`config.mk`:
```
export PLATFORM = sky130hd
export DESIGN_NAME = adcseq_top
export DESIGN_NICKNAME = d
export VERILOG_FILES = /design/src/core/adcseq_pkg.sv /design/src/core/adcseq_result_mem.sv /design/src/core/adcseq_top.sv
export SDC_FILE = /design/constraint.sdc
export NUM_CORES = 1
export LEC_CHECK = 0
export BUFFER_PORTS_ARGS = -buffer_cell sky130_fd_sc_hd__buf_2
export CAP_MARGIN = 20
export CORE_MARGIN = 1.5
export CORE_UTILIZATION = 35
export DETAILED_ROUTE_END_ITERATION = 6
export GPL_TIMING_DRIVEN = 0
export MAX_ROUTING_LAYER = met4
export SLEW_MARGIN = 20
export SYNTH_ARGS = -nofsm -noshare
export SYNTH_HDL_FRONTEND = slang
export SYNTH_SLANG_ARGS = --single-unit
```
`constraint.sdc`:
```
create_clock -name clk_i -period 1.9 [get_ports clk_i]
set_clock_uncertainty 0.05 [all_clocks]
set_input_delay 0.095 -clock clk_i [delete_from_list [all_inputs] [get_ports clk_i]]
set_output_delay 0.095 -clock clk_i [all_outputs]
set_load 0.005 [all_outputs]
```
`src/core/adcseq_pkg.sv`:
```
// Purpose: Shared constants and types for the conversion sequencer
// Assumes: 100 MHz system clock, classic Wishbone register access
// Notes:   Byte addresses are four times the register index
package adcseq_pkg;
    // Register indices
    localparam logic [3:0] ADCSEQ_IDX_RESULT_LO = 4'h4;
    localparam logic [3:0] ADCSEQ_IDX_RESULT_HI = 4'h5;
    localparam logic [3:0] ADCSEQ_IDX_CTRL      = 4'h6;
    localparam logic [3:0] ADCSEQ_IDX_MUX       = 4'h7;
    // Control/status field positions
    localparam int ADCSEQ_CTL_EN   = 7;
    localparam int ADCSEQ_CTL_SC   = 6;
    localparam int ADCSEQ_CTL_FR   = 5;
    localparam int ADCSEQ_CTL_DONE = 4;
    localparam int ADCSEQ_CTL_IE   = 3;
    // Multiplexer field positions
    localparam int ADCSEQ_MUX_REF_HI = 7;
    localparam int ADCSEQ_MUX_REF_LO = 6;
    localparam int ADCSEQ_MUX_LEFT   = 5;
    // Reset values
    localparam logic [7:0] ADCSEQ_MUX_RESET  = 8'h00;
    localparam logic [7:0] ADCSEQ_CTRL_RESET = 8'h00;
    // Conversion lengths in converter clock cycles
    localparam logic [4:0] ADCSEQ_LEN_NORMAL   = 5'h0d;
    localparam logic [4:0] ADCSEQ_LEN_EXTENDED = 5'h19;
    // Sample instant, in converter clock cycles, counted in half cycles
    localparam logic [5:0] ADCSEQ_SAMPLE_NORMAL_HALF   = 6'h03;
    localparam logic [5:0] ADCSEQ_SAMPLE_EXTENDED_HALF = 6'h1b;
    // Channel codes from this one through ADCSEQ_DIFF_LAST are differential pairs
    localparam logic [4:0] ADCSEQ_DIFF_FIRST = 5'h0b;
    localparam logic [4:0] ADCSEQ_DIFF_LAST  = 5'h1d;

    // Reference select encodings
    typedef enum logic [1:0] {
        ADCSEQ_REF_SUPPLY, ADCSEQ_REF_EXT_PIN,
        ADCSEQ_REF_INT_OPEN, ADCSEQ_REF_INT_CAP
    } adcseq_ref_t;

    // Settings handed to the analog front end for one conversion
    typedef struct packed {
        logic [1:0] ref_sel;
        logic [4:0] chan_gain;
    } adcseq_front_t;
endpackage

```
`src/core/adcseq_result_mem.sv`:
```
// Purpose: Two-byte result holder with registered read data
// Assumes: Written only on completion of a conversion
// Notes:   Read data reformats on the clock after alignment changes
`timescale 1ns/1ns
module adcseq_result_mem
    import adcseq_pkg::*;
(
    // Clock and reset
    input  wire logic       clk_i,
    input  wire logic       rst_i,
    // Write side
    input  wire logic       wr_i,
    input  wire logic [9:0] wr_data_i,
    // Read side
    input  wire logic       left_i,
    output logic      [7:0] lo_o,
    output logic      [7:0] hi_o
);
    logic [9:0] word_reg;

    // Stored 10-bit result
    always_ff @(posedge clk_i) begin
        if (rst_i) begin
            word_reg <= 10'h000;
        end else if (wr_i) begin
            word_reg <= wr_data_i;
        end
    end

    // Registered byte view follows the alignment bit every cycle
    always_ff @(posedge clk_i) begin
        if (rst_i) begin
            lo_o <= 8'h00;
            hi_o <= 8'h00;
        end else if (left_i) begin
            lo_o <= {word_reg[1:0], 6'h00};
            hi_o <= word_reg[9:2];
        end else begin
            lo_o <= word_reg[7:0];
            hi_o <= {6'h00, word_reg[9:8]};
        end
    end
endmodule

```
`src/core/adcseq_top.sv`:
```
// Purpose: Conversion sequencer for a 10-bit successive-approximation ADC
// Assumes: Wishbone classic slave, front end returns a finished code
// Notes:   One converter clock tick equals one prescaler wrap
// Functional notes
// - Prescaler counts while enabled, held in reset while disabled.
// - A start begins on the next rising converter clock edge.
// - Differential pairs start only on alternate converter edges after enable.
// - Normal conversion lasts 13 converter clock cycles.
// - First conversion after enable runs a 25-cycle extended pass, then a normal 13-cycle pass.
// - Sample at 1.5 cycles normally, 13.5 cycles extended.
// - Completion writes result registers and sets done flag.
// - Single mode clears start bit as done flag sets.
// - Free-run relaunches at once and start bit stays high.
// - Configured converter starts automatically when CPU sleeps quietly.
// - Sleep conversion completion wakes the CPU unless woken already.
// - Single-ended code is Vin times 1024 over reference.
// - Differential code is difference times gain, floored at zero.
// - Mux register: reference 7:6, left align 5, channel 4:0.
// - Reference changes apply only after the current conversion.
// - Reference codes: supply, external pin, internal open, internal cap.
// - Result right adjusted by default, left when align bit set.
// - Align bit reformats result registers immediately; here the registered byte view follows one clock later.
// - Writing one starts; zero ignored; bit reads one until real finish.
// - Done flag clears on vector execution or written one.
// - Clearing enable aborts conversion and switches converter off.
// - Free-run bit gives continuous conversions; clearing ends them.
//
// Implementation choice: register access over Wishbone.
`timescale 1ns/1ns
module adcseq_top
    import adcseq_pkg::*;
#(
    parameter int PRESCALE_W = 7
)(
    // Clock and reset
    input  wire logic             clk_i,
    input  wire logic             rst_i,
    // Wishbone classic slave
    input  wire logic             cyc_i,
    input  wire logic             stb_i,
    input  wire logic             we_i,
    input  wire logic [5:0]       adr_i,
    input  wire logic [3:0]       sel_i,
    input  wire logic [31:0]      dat_i,
    output logic      [31:0]      dat_o,
    output logic                  ack_o,
    // CPU side
    input  wire logic             cpu_quiet_sleep_i,
    input  wire logic             vector_taken_i,
    output logic                  done_irq_o,
    output logic                  wake_o,
    // Analog front end
    input  wire logic [9:0]       code_i,
    output logic                  analog_on_o,
    output logic                  sample_o,
    output adcseq_front_t         front_o
);
    typedef enum logic [1:0] {ST_IDLE, ST_CONV} adcseq_state_t;

    // Differential decode, used on the live multiplexer channel field
    function automatic logic is_diff(input logic [4:0] c);
        is_diff = (c >= ADCSEQ_DIFF_FIRST) && (c <= ADCSEQ_DIFF_LAST);
    endfunction

    adcseq_state_t       state_reg;
    logic [7:0]          mux_reg;
    logic                en_reg, sc_reg, fr_reg, done_reg, ie_reg;
    logic [2:0]          div_reg;
    logic [PRESCALE_W-1:0] pre_reg;
    logic                tick, half_tick, parity_reg, first_reg, ext_reg;
    logic                sleep_arm_reg, ack_reg;
    logic [4:0]          cnt_reg, len;
    logic [5:0]          half_reg;
    logic                wr_hit, wr_ctrl, wr_mux, finish, can_start;
    logic [PRESCALE_W-1:0] div_top;
    logic [7:0]          res_lo, res_hi;
    logic [3:0]          idx;

    assign idx     = adr_i[5:2];
    assign wr_hit  = cyc_i && stb_i && we_i && ack_reg && sel_i[0];
    assign wr_ctrl = wr_hit && (idx == ADCSEQ_IDX_CTRL);
    assign wr_mux  = wr_hit && (idx == ADCSEQ_IDX_MUX);
    // Divider select 0 and 1 both divide by two
    assign div_top = (div_reg == 3'h0) ? PRESCALE_W'(1)
                   : PRESCALE_W'((1 << div_reg) - 1);
    assign tick      = en_reg && (pre_reg == div_top);
    assign half_tick = en_reg && (pre_reg == (div_top >> 1));
    assign len = ext_reg ? ADCSEQ_LEN_EXTENDED : ADCSEQ_LEN_NORMAL;
    assign finish = (state_reg == ST_CONV) && tick && (cnt_reg == len - 5'h01);
    // Start gating on converter edges
    assign can_start = tick && en_reg && (sc_reg || sleep_arm_reg)
        && (!is_diff(mux_reg[4:0]) || parity_reg);

    // Prescaler, held in reset while disabled
    always_ff @(posedge clk_i) begin
        if (rst_i || !en_reg) begin
            pre_reg <= '0;
        end else if (tick) begin
            pre_reg <= '0;
        end else begin
            pre_reg <= pre_reg + PRESCALE_W'(1);
        end
    end

    // Alternate-edge marker counted from enable
    always_ff @(posedge clk_i) begin
        if (rst_i || !en_reg) begin
            parity_reg <= 1'b0;
        end else if (tick) begin
            parity_reg <= !parity_reg;
        end
    end

    // Sequencer state and cycle counter
    always_ff @(posedge clk_i) begin
        if (rst_i || !en_reg) begin
            state_reg <= ST_IDLE;
            cnt_reg   <= 5'h00;
        end else begin
            case (state_reg)
                ST_IDLE: begin
                    if (can_start) begin
                        state_reg <= ST_CONV;
                        cnt_reg   <= 5'h00;
                    end
                end
                ST_CONV: begin
                    if (finish && !(fr_reg && !first_reg)) begin
                        // Extended pass chains into the real one
                        state_reg <= ext_reg ? ST_CONV : ST_IDLE;
                        cnt_reg   <= 5'h00;
                    end else if (finish) begin
                        cnt_reg <= 5'h00;
                    end else if (tick) begin
                        cnt_reg <= cnt_reg + 5'h01;
                    end
                end
                default: state_reg <= ST_IDLE;
            endcase
        end
    end

    // First conversion after enable is extended
    always_ff @(posedge clk_i) begin
        if (rst_i || !en_reg) begin
            first_reg <= 1'b1;
            ext_reg   <= 1'b0;
        end else if (state_reg == ST_IDLE && can_start) begin
            ext_reg <= first_reg;
        end else if (finish) begin
            ext_reg   <= 1'b0;
            first_reg <= 1'b0;
        end
    end

    // Sample instant counted in half converter cycles
    always_ff @(posedge clk_i) begin
        if (rst_i || !en_reg || state_reg != ST_CONV || finish) begin
            half_reg <= 6'h00;
            sample_o <= 1'b0;
        end else begin
            if (tick || half_tick) begin
                half_reg <= half_reg + 6'h01;
            end
            sample_o <= (tick || half_tick) && (half_reg + 6'h01 == (ext_reg
                ? ADCSEQ_SAMPLE_EXTENDED_HALF
                : ADCSEQ_SAMPLE_NORMAL_HALF));
        end
    end

    // Front-end settings latched only between conversions
    always_ff @(posedge clk_i) begin
        if (rst_i) begin
            front_o <= '0;
        end else if (state_reg == ST_IDLE || finish) begin
            front_o.ref_sel   <= mux_reg[ADCSEQ_MUX_REF_HI:ADCSEQ_MUX_REF_LO];
            front_o.chan_gain <= mux_reg[4:0];
        end
    end

    // Multiplexer register
    always_ff @(posedge clk_i) begin
        if (rst_i) begin
            mux_reg <= ADCSEQ_MUX_RESET;
        end else if (wr_mux) begin
            mux_reg <= dat_i[7:0];
        end
    end

    // Control bits other than start and done
    always_ff @(posedge clk_i) begin
        if (rst_i) begin
            {en_reg, fr_reg, ie_reg, div_reg} <= 6'h00;
        end else if (wr_ctrl) begin
            en_reg  <= dat_i[ADCSEQ_CTL_EN];
            fr_reg  <= dat_i[ADCSEQ_CTL_FR];
            ie_reg  <= dat_i[ADCSEQ_CTL_IE];
            div_reg <= dat_i[2:0];
        end
    end

    // Start bit: set by writing one, cleared by hardware
    always_ff @(posedge clk_i) begin
        if (rst_i) begin
            sc_reg <= 1'b0;
        end else if (wr_ctrl && dat_i[ADCSEQ_CTL_SC]
                     && dat_i[ADCSEQ_CTL_EN]) begin
            sc_reg <= 1'b1;
        end else if (!en_reg || (finish && !ext_reg && !fr_reg)) begin
            sc_reg <= 1'b0;
        end
    end

    // Sleep-time auto start
    always_ff @(posedge clk_i) begin
        if (rst_i || !en_reg) begin
            sleep_arm_reg <= 1'b0;
        end else if (cpu_quiet_sleep_i && state_reg == ST_IDLE && !sc_reg
                     && !fr_reg && ie_reg && !sleep_arm_reg) begin
            sleep_arm_reg <= 1'b1;
        end else if (can_start || !cpu_quiet_sleep_i) begin
            sleep_arm_reg <= 1'b0;
        end
    end

    // Done flag, set wins over clear
    always_ff @(posedge clk_i) begin
        if (rst_i) begin
            done_reg <= 1'b0;
        end else if (finish && !ext_reg) begin
            done_reg <= 1'b1;
        end else if (vector_taken_i
                     || (wr_ctrl && dat_i[ADCSEQ_CTL_DONE])) begin
            done_reg <= 1'b0;
        end
    end

    // Interrupt, wake and analog power outputs
    always_ff @(posedge clk_i) begin
        if (rst_i) begin
            done_irq_o  <= 1'b0;
            wake_o      <= 1'b0;
            analog_on_o <= 1'b0;
        end else begin
            done_irq_o  <= done_reg && ie_reg;
            wake_o      <= finish && !ext_reg && ie_reg
                           && cpu_quiet_sleep_i;
            analog_on_o <= en_reg;
        end
    end

    // Result store; front end supplies the scaled code
    adcseq_result_mem u_mem (
        .clk_i     (clk_i),
        .rst_i     (rst_i),
        .wr_i      (finish && !ext_reg),
        .wr_data_i (code_i),
        .left_i    (mux_reg[ADCSEQ_MUX_LEFT]),
        .lo_o      (res_lo),
        .hi_o      (res_hi)
    );

    // Bus answer one cycle after request
    always_ff @(posedge clk_i) begin
        if (rst_i) begin
            ack_reg <= 1'b0;
            dat_o   <= 32'h0000_0000;
        end else begin
            ack_reg <= cyc_i && stb_i && !ack_reg;
            if (idx == ADCSEQ_IDX_RESULT_LO) begin
                dat_o <= {24'h00_0000, res_lo};
            end else if (idx == ADCSEQ_IDX_RESULT_HI) begin
                dat_o <= {24'h00_0000, res_hi};
            end else if (idx == ADCSEQ_IDX_CTRL) begin
                dat_o <= {24'h00_0000, en_reg, sc_reg, fr_reg, done_reg,
                          ie_reg, div_reg};
            end else if (idx == ADCSEQ_IDX_MUX) begin
                dat_o <= {24'h00_0000, mux_reg};
            end else begin
                dat_o <= 32'h0000_0000;
            end
        end
    end
    assign ack_o = ack_reg;

    // Start bit stays high through a completion in free-run
    fr_hold_a: assert property (@(posedge clk_i) disable iff (rst_i)
        (finish && fr_reg && en_reg && !ext_reg) |=> sc_reg)
        else $error("start bit dropped in free-run");
    // Done flag follows a real completion
    done_set_a: assert property (@(posedge clk_i) disable iff (rst_i)
        (finish && !ext_reg) |=> done_reg)
        else $error("done flag not set");
    // Single mode clears start with completion
    single_clr_a: assert property (@(posedge clk_i) disable iff (rst_i)
        (finish && !ext_reg && !fr_reg && !wr_ctrl) |=> !sc_reg)
        else $error("start bit not cleared");
    // Disabled prescaler sits at zero
    pre_hold_a: assert property (@(posedge clk_i) disable iff (rst_i)
        (!en_reg && !$past(en_reg)) |-> pre_reg == '0)
        else $error("prescaler ran while disabled");
    // Disable aborts conversion
    abort_a: assert property (@(posedge clk_i) disable iff (rst_i)
        !en_reg |=> state_reg == ST_IDLE)
        else $error("conversion survived disable");
    // Length selection
    len_sel_a: assert property (@(posedge clk_i) disable iff (rst_i)
        finish |-> cnt_reg == (first_reg ? 5'h18 : 5'h0c))
        else $error("wrong conversion length");
    // Differential start only on alternate edge
    diff_edge_a: assert property (@(posedge clk_i) disable iff (rst_i)
        (state_reg == ST_IDLE && tick && !parity_reg
         && is_diff(mux_reg[4:0])) |=> state_reg == ST_IDLE)
        else $error("differential start on wrong edge");
    // Multiplexer reset value
    mux_reset_a: assert property (@(posedge clk_i)
        rst_i |=> mux_reg == ADCSEQ_MUX_RESET)
        else $error("mux register not reset");
endmodule

```
# == After elaboration in Yosys (flattened, before gate mapping) ==
# Cells that the tools add are included.
# totals
in_bits,59
output_inout_bits,44
wordCells,145
reg_bits,110
# op_classes
addsub,5
order_cmp,2
bitwise,2
reduce_logical,67
shift,1
eq_ne,13
n_mux,26
# ops
operator,count
$mux 8,5
$logic_and 1x1->1,32
$mux 5,6
$eq 4x3->1 const B,4
$logic_not 1->1,11
$logic_or 1x1->1,10
$pmux 5 s2,1
$reduce_bool 2->1,5
$mux 1,9
$add 7x1->7 const B,1
$eq 7x6->1,1
$eq 7x7->1,1
$mux 7,1
$shl 1x3->7 const A,1
$sub 7x2->7 const B,1
$add 6x1->6 const B,1
$eq 6x5->1,1
$mux 2,3
$reduce_or 2->1,3
$add 5x1->5 const B,1
$eq 5x5->1,1
$ge 5x4->1 const B,1
$le 5x5->1 const B,1
$sub 5x1->5 const B,1
other kinds (11),14

# == Longest topological paths before layout ==
# depth
word_depth,12
depth_mapped,10
depth_no_buf,7

# == Cells and area by module ==
# Synthesis repeated with hierarchy kept, for this count alone.
# unflattened
hier_cells,406
hier_area_um2,3977.6
# modules_own_cells
module,seq_area_each_um2,instances,area_each_um2,cells_per_inst
adcseq_top,1181.1,1,3146.8,335
adcseq_result_mem,520.5,1,830.8,71

# == Least setup slack after synthesis ==
# Ideal clock, no wire load.
# synth_path
kind,register to register
startpoint,register div_reg[1]
endpoint,register half_reg[5]
path_buffers,2
setup_slack_ns,-0.038
required_time_ns,1.779
synth_period_minus_slack_ns,1.938
setup_ns,0.071
stages_incl_launch_ff,9
arrival_time_ns,1.817
path_cell_list,dfxtp_1 > buf_6 > nand3_2 > xnor2_1 > a2111oi_2 > a32oi_1 > buf_6 > or3_1 > a21oi_1
# synth_between
elab_chain_cells,8
word_cells_on_any_way,12
cone_classes,add/sub (1); eq/ne (2); shift (1); mux (1); reduce/logical (7)
# synth_rtl
item,line_no,rtl
start: declaration,adcseq_top.sv:68,logic [2:0] div_reg;
start signal: assignment,adcseq_top.sv:198,div_reg <= dat_i[2:0];
$shl 1x3->7,adcseq_top.sv:85,: PRESCALE_W'((1 << div_reg) - 1);
$sub 7x2->7,adcseq_top.sv:85,
$mux 7 (*),adcseq_top.sv:84,assign div_top = (div_reg == 3'h0) ? PRESCALE_W'(1)
$eq 7x7->1,adcseq_top.sv:86,assign tick = en_reg && (pre_reg == div_top);
$logic_and 1x1->1,adcseq_top.sv:86,
$logic_and 1x1->1 (2 in series),adcseq_top.sv:89,assign finish = (state_reg == ST_CONV) && tick && (cnt_reg == len - 5'h01);
$logic_or 1x1->1,adcseq_top.sv:158,if (rst_i || !en_reg || state_reg != ST_CONV || finish) begin
end signal: assignment,adcseq_top.sv:163,half_reg <= half_reg + 6'h01;
end: declaration,adcseq_top.sv:73,logic [5:0] half_reg;
# Every way passes the cells marked *; elsewhere a longest branch is shown, timed or not.
# A chain may end at the register's enable or synchronous reset.

# == Worst setup path in the final report ==
# layout_path
startpoint,register div_reg[2]
endpoint,register half_reg[5]
# The elaborated chain is that of the path after synthesis.

==> impl_metrics.prom <==
# TYPE chip_impl_metric gauge
chip_impl_info{name="rsz0062_at_grt",value="yes"} 1
chip_impl_metric{name="timing_worst_slew_pin_value",unit="ns"} 0.741
chip_impl_info{name="critical_path.startpoint",value="div_reg[2]"} 1
chip_impl_metric{name="netlist-cell-type-count",unit=""} 59
chip_impl_metric{name="synth-async-reset-ratio",unit="%"} 0
chip_impl_info{name="failed_checks",value="setup timing"} 1
chip_impl_metric{name="core_area",unit="sq um"} 10900
chip_impl_metric{name="ys_ff_latch",unit=""} 85
chip_impl_metric{name="relSlewSlack",unit="%"} 50.6
chip_impl_metric{name="max_cap_viol_count",unit=""} 0
chip_impl_info{name="outcome",value="complete, but fails checks"} 1
chip_impl_metric{name="grt_remaining_overflow",unit=""} 0
chip_impl_metric{name="hpwl",unit="microns"} 6680
chip_impl_metric{name="largest_fanout_on_the_critical_path",unit=""} 8
chip_impl_metric{name="final_layout_size_suffix_gt1_share",unit="%"} 29.8
chip_impl_metric{name="routed_wire_length_per_instance",unit="microns"} 14.4
chip_impl_metric{name="setup-violations-final",unit=""} 18
chip_impl_metric{name="io_buffers",unit=""} 48
chip_impl_info{name="worst_setup_ep_type",value="register"} 1
chip_impl_info{name="holdCritPathClass",value="in -> reg"} 1
chip_impl_metric{name="largest_register_ffs",unit=""} 10
chip_impl_metric{name="cts.clk_slew.worst_paths",unit="ns"} 0.11
chip_impl_metric{name="via_count_of_the_first_global_routing_pass",unit=""} 2993
chip_impl_metric{name="routed_wirelength",unit="microns"} 9910
chip_impl_info{name="top_cells_by_area_in_the_synthesized_netlist",value="dfxtp_1, mux2i_1, buf_4, mux4_2, nand2_1"} 1
chip_impl_metric{name="fill_cells",unit=""} 1008
chip_impl_info{name="tritoncts",value="done"} 1
chip_impl_metric{name="worst_ep_arrival_time",unit="ns"} 2.28
chip_impl_metric{name="mappedNetlistArea",unit="sq um"} 3920
chip_impl_metric{name="cts_inserted_buffers",unit=""} 9
chip_impl_metric{name="synth_cells",unit=""} 425
chip_impl_metric{name="post-route-min-period",unit="ns"} 2.02
chip_impl_metric{name="synthDominantCellAreaShare",unit="%"} 43.4
chip_impl_metric{name="start_util",unit="%"} 36.0
chip_impl_metric{name="static-leakage-power",unit="uW"} 0.00224
chip_impl_metric{name="yosysSeqAreaShare",unit="%"} 43.4
chip_impl_metric{name="total_die_area",unit="sq um"} 11900
chip_impl_metric{name="worst_skew_late_latency",unit="ns"} 0.37
chip_impl_metric{name="antenna_violating_nets_post_route",unit=""} 0
chip_impl_metric{name="numClockSinks",unit=""} 85
chip_impl_metric{name="dr.first_iter.drc_count",unit=""} 213
chip_impl_metric{name="timing.final.hold_violations",unit=""} 0
chip_impl_metric{name="setup_tns",unit="ns"} -0.695
chip_impl_metric{name="die_height",unit="microns"} 109
chip_impl_metric{name="global_route_wire_length_before_repair",unit="microns"} 15400
chip_impl_metric{name="via_count",unit=""} 3376
chip_impl_metric{name="fmax",unit="GHz"} 0.496
chip_impl_metric{name="global_route.usage.total",unit="%"} 17.6
chip_impl_metric{name="last_weighted_congestion_value_of_the_routability_driven_placer",unit=""} 0.852
chip_impl_metric{name="diodes",unit=""} 0
chip_impl_metric{name="htree_levels",unit=""} 3
chip_impl_info{name="worstHoldStart",value="adr_i[5]"} 1
chip_impl_metric{name="synthesis.yosys.warnings",unit=""} 0
chip_impl_metric{name="synth.avg_cell_area",unit="sq um"} 9.23
chip_impl_metric{name="power-per-cell-area",unit="nW/um^2"} 610
chip_impl_info{name="regToRegStartpoint",value="div_reg[2]"} 1
chip_impl_metric{name="final_max_slew_viol_count",unit=""} 0
chip_impl_info{name="startpoint_type",value="register"} 1
chip_impl_metric{name="top_level_ports",unit=""} 103
chip_impl_info{name="post-synth-top-area-cell",value="dfxtp_1"} 1
chip_impl_info{name="synth_ff_type",value="dfxtp_1"} 1
chip_impl_metric{name="grt_max_degree",unit=""} 19
chip_impl_metric{name="vdd_ir_drop_max",unit="uV"} 305
chip_impl_metric{name="final_net_count",unit=""} 609
chip_impl_metric{name="setup_slack",unit="ns"} -0.117
chip_impl_metric{name="floorplan.rows",unit=""} 38
chip_impl_metric{name="synth_edf_count",unit=""} 0
chip_impl_info{name="clock_tree.root_cell",value="clkbuf_8"} 1
chip_impl_metric{name="drt-pass1-iter-count",unit=""} 4
chip_impl_metric{name="placement_setup_slack",unit="ns"} -0.320
chip_impl_metric{name="areaGrowthSynthToFinish",unit="%"} 35.4
chip_impl_metric{name="pwr_total",unit="uW"} 3240
chip_impl_metric{name="drt_drc_violations_left",unit=""} 0
chip_impl_metric{name="postLayoutCoreUtil",unit="%"} 48.8
chip_impl_info{name="critical_path_class",value="reg -> reg"} 1
chip_impl_metric{name="die_w",unit="microns"} 109
chip_impl_metric{name="clockBufferDepth",unit=""} 2
chip_impl_metric{name="grt_antenna_before_repair",unit=""} 0
chip_impl_metric{name="detail_route.vias_per_cell",unit=""} 4.89
chip_impl_metric{name="required_time_worst_endpoint",unit="ns"} 2.16
chip_impl_metric{name="final_min_period_over_clock_period",unit="%"} 106
==> timing repair <==
| item | 4_1_cts | 5_1_grt |
|---|---|---|
| hold buffers | 23 | 0 |
| hold endpoints to repair | 29 | 0 |
| pin swaps | 10 | 11 |
| cloned | 2 | 1 |
| setup endpoints to repair | 38 | 41 |
| setup buffers | 9 | 6 |
| gates resized for setup | 36 | 32 |
==> per-layer routing <==
layer,track usage (%),vias to the layer above,wire (microns),part of all wire [%]
met5,-,-,0,0
met4,7.05,0,180,1.8
met3,2.75,17,542,5.5
met2,27.3,103,4630,47
met1,23.0,1578,4550,46
li1,-,1678,-,-
==> worst paths after layout <==
check / endpoint / slack (ns) / cells past startpoint
hold reg to reg: ack_o / 0.41 / 1
setup / recovery: half_reg[5] / -0.12 / 8
setup reg to reg: half_reg[5] / -0.12 / 8
hold / removal: dat_o[1] / 0.10 / 3
==> power by group <==
part           total, uW  internal [uW]  leakage, uW  switching [uW]
sequential          1780           1780     0.000688           0.833
combinational        169           97.7      0.00145            71.8
clock               1300            520    0.0000985             776
==> cells in the final DEF, fill, tap and decap left out, drive strengths merged, types with 3 or more instances in the layout <==
master       Yosys  routed
or3              5       5
mux4             8       8
and3             4       4
xor2             3       3
nor4             4       4
clkbuf          12      20
mux2i           24      24
a31o             3       3
nand3b           3       3
nand2           43      43
buf             35      99
a31oi            4       4
nand2b           6       6
nor2            38      38
ha               5       5
and2            12      12
conb             1      24
dfxtp           85      85
nand4            4       4
nor2b           12      12
inv             13      17
dlygate4sd3      0      23
nor3             6       6
nand4b           3       3
xnor2            7       7
a21oi           25      25
nand3           20      20
o21ai            8       8
==> area by class of cell <==
class                   count  area [sq um]  area share (%)
plain buffers              44           333            6.26
repair buffers             89           651            12.2
flip-flops and latches     85          1720            32.3
clock inverters             7          75.1            1.41
clock buffers               9           124            2.33
inverters                  13          48.8           0.919
multi-input cells         303          2190            41.2
well taps                 140           175            3.30
==> synth_stat cells (3+ instances only) <==
library cell  count
inv_1            12
nor3_1            6
clkbuf_1         12
or3_1             5
buf_4            26
o21ai_0           7
a31oi_1           4
nand3_1          19
dfxtp_1          85
buf_2             5
mux2i_1          24
nand2b_1          6
a21oi_1          25
nor2b_1          12
and2_1           12
xor2_1            3
ha_1              5
xnor2_1           7
nor4_1            3
nor2_1           38
and3_1            4
nand4_1           4
nand2_1          43
nand4b_1          3
mux4_2            8
nand3b_1          3
buf_6             3
==> worst max-delay path, cell delays in order, from the launching register on <==
cell and delay, ns:
dfxtp_4 0.40, buf_8 0.14, nand3_4 0.08, xnor2_2 0.15, a2111oi_4 0.37, a32oi_4 0.17
buf_6 0.16, or3_1 0.30, a21oi_1 0.14
==> cells by family (layout without fill, tap and decap cells) <==
kind of cell               Yosys count  in the layout  synth area share (%)
AOI/OAI and AO/OA                   61             61                  10.3
xor gates and xnor gates            10             10                  2.23
adders and majority gates            5              5                  1.59
buffers and inverters               60            162                  9.25
DFF                                 85             85                  43.4
muxes                               32             32                  10.7
other                                1             24                0.0956
and+or+nand+nor                    171            171                  22.4
==> per-stage QoR <==
stage	hold slack (ns)	instances	instance area (sq um)
finish	0.104	690	5310
global route	0.126	690	5310
CTS	0.0896	684	5100
detailed placement	0.284	636	4430
global placement	0.274	636	4430
floorplan	0.121	448	4020
No activity file was read; power rests on OpenSTA's default activity.
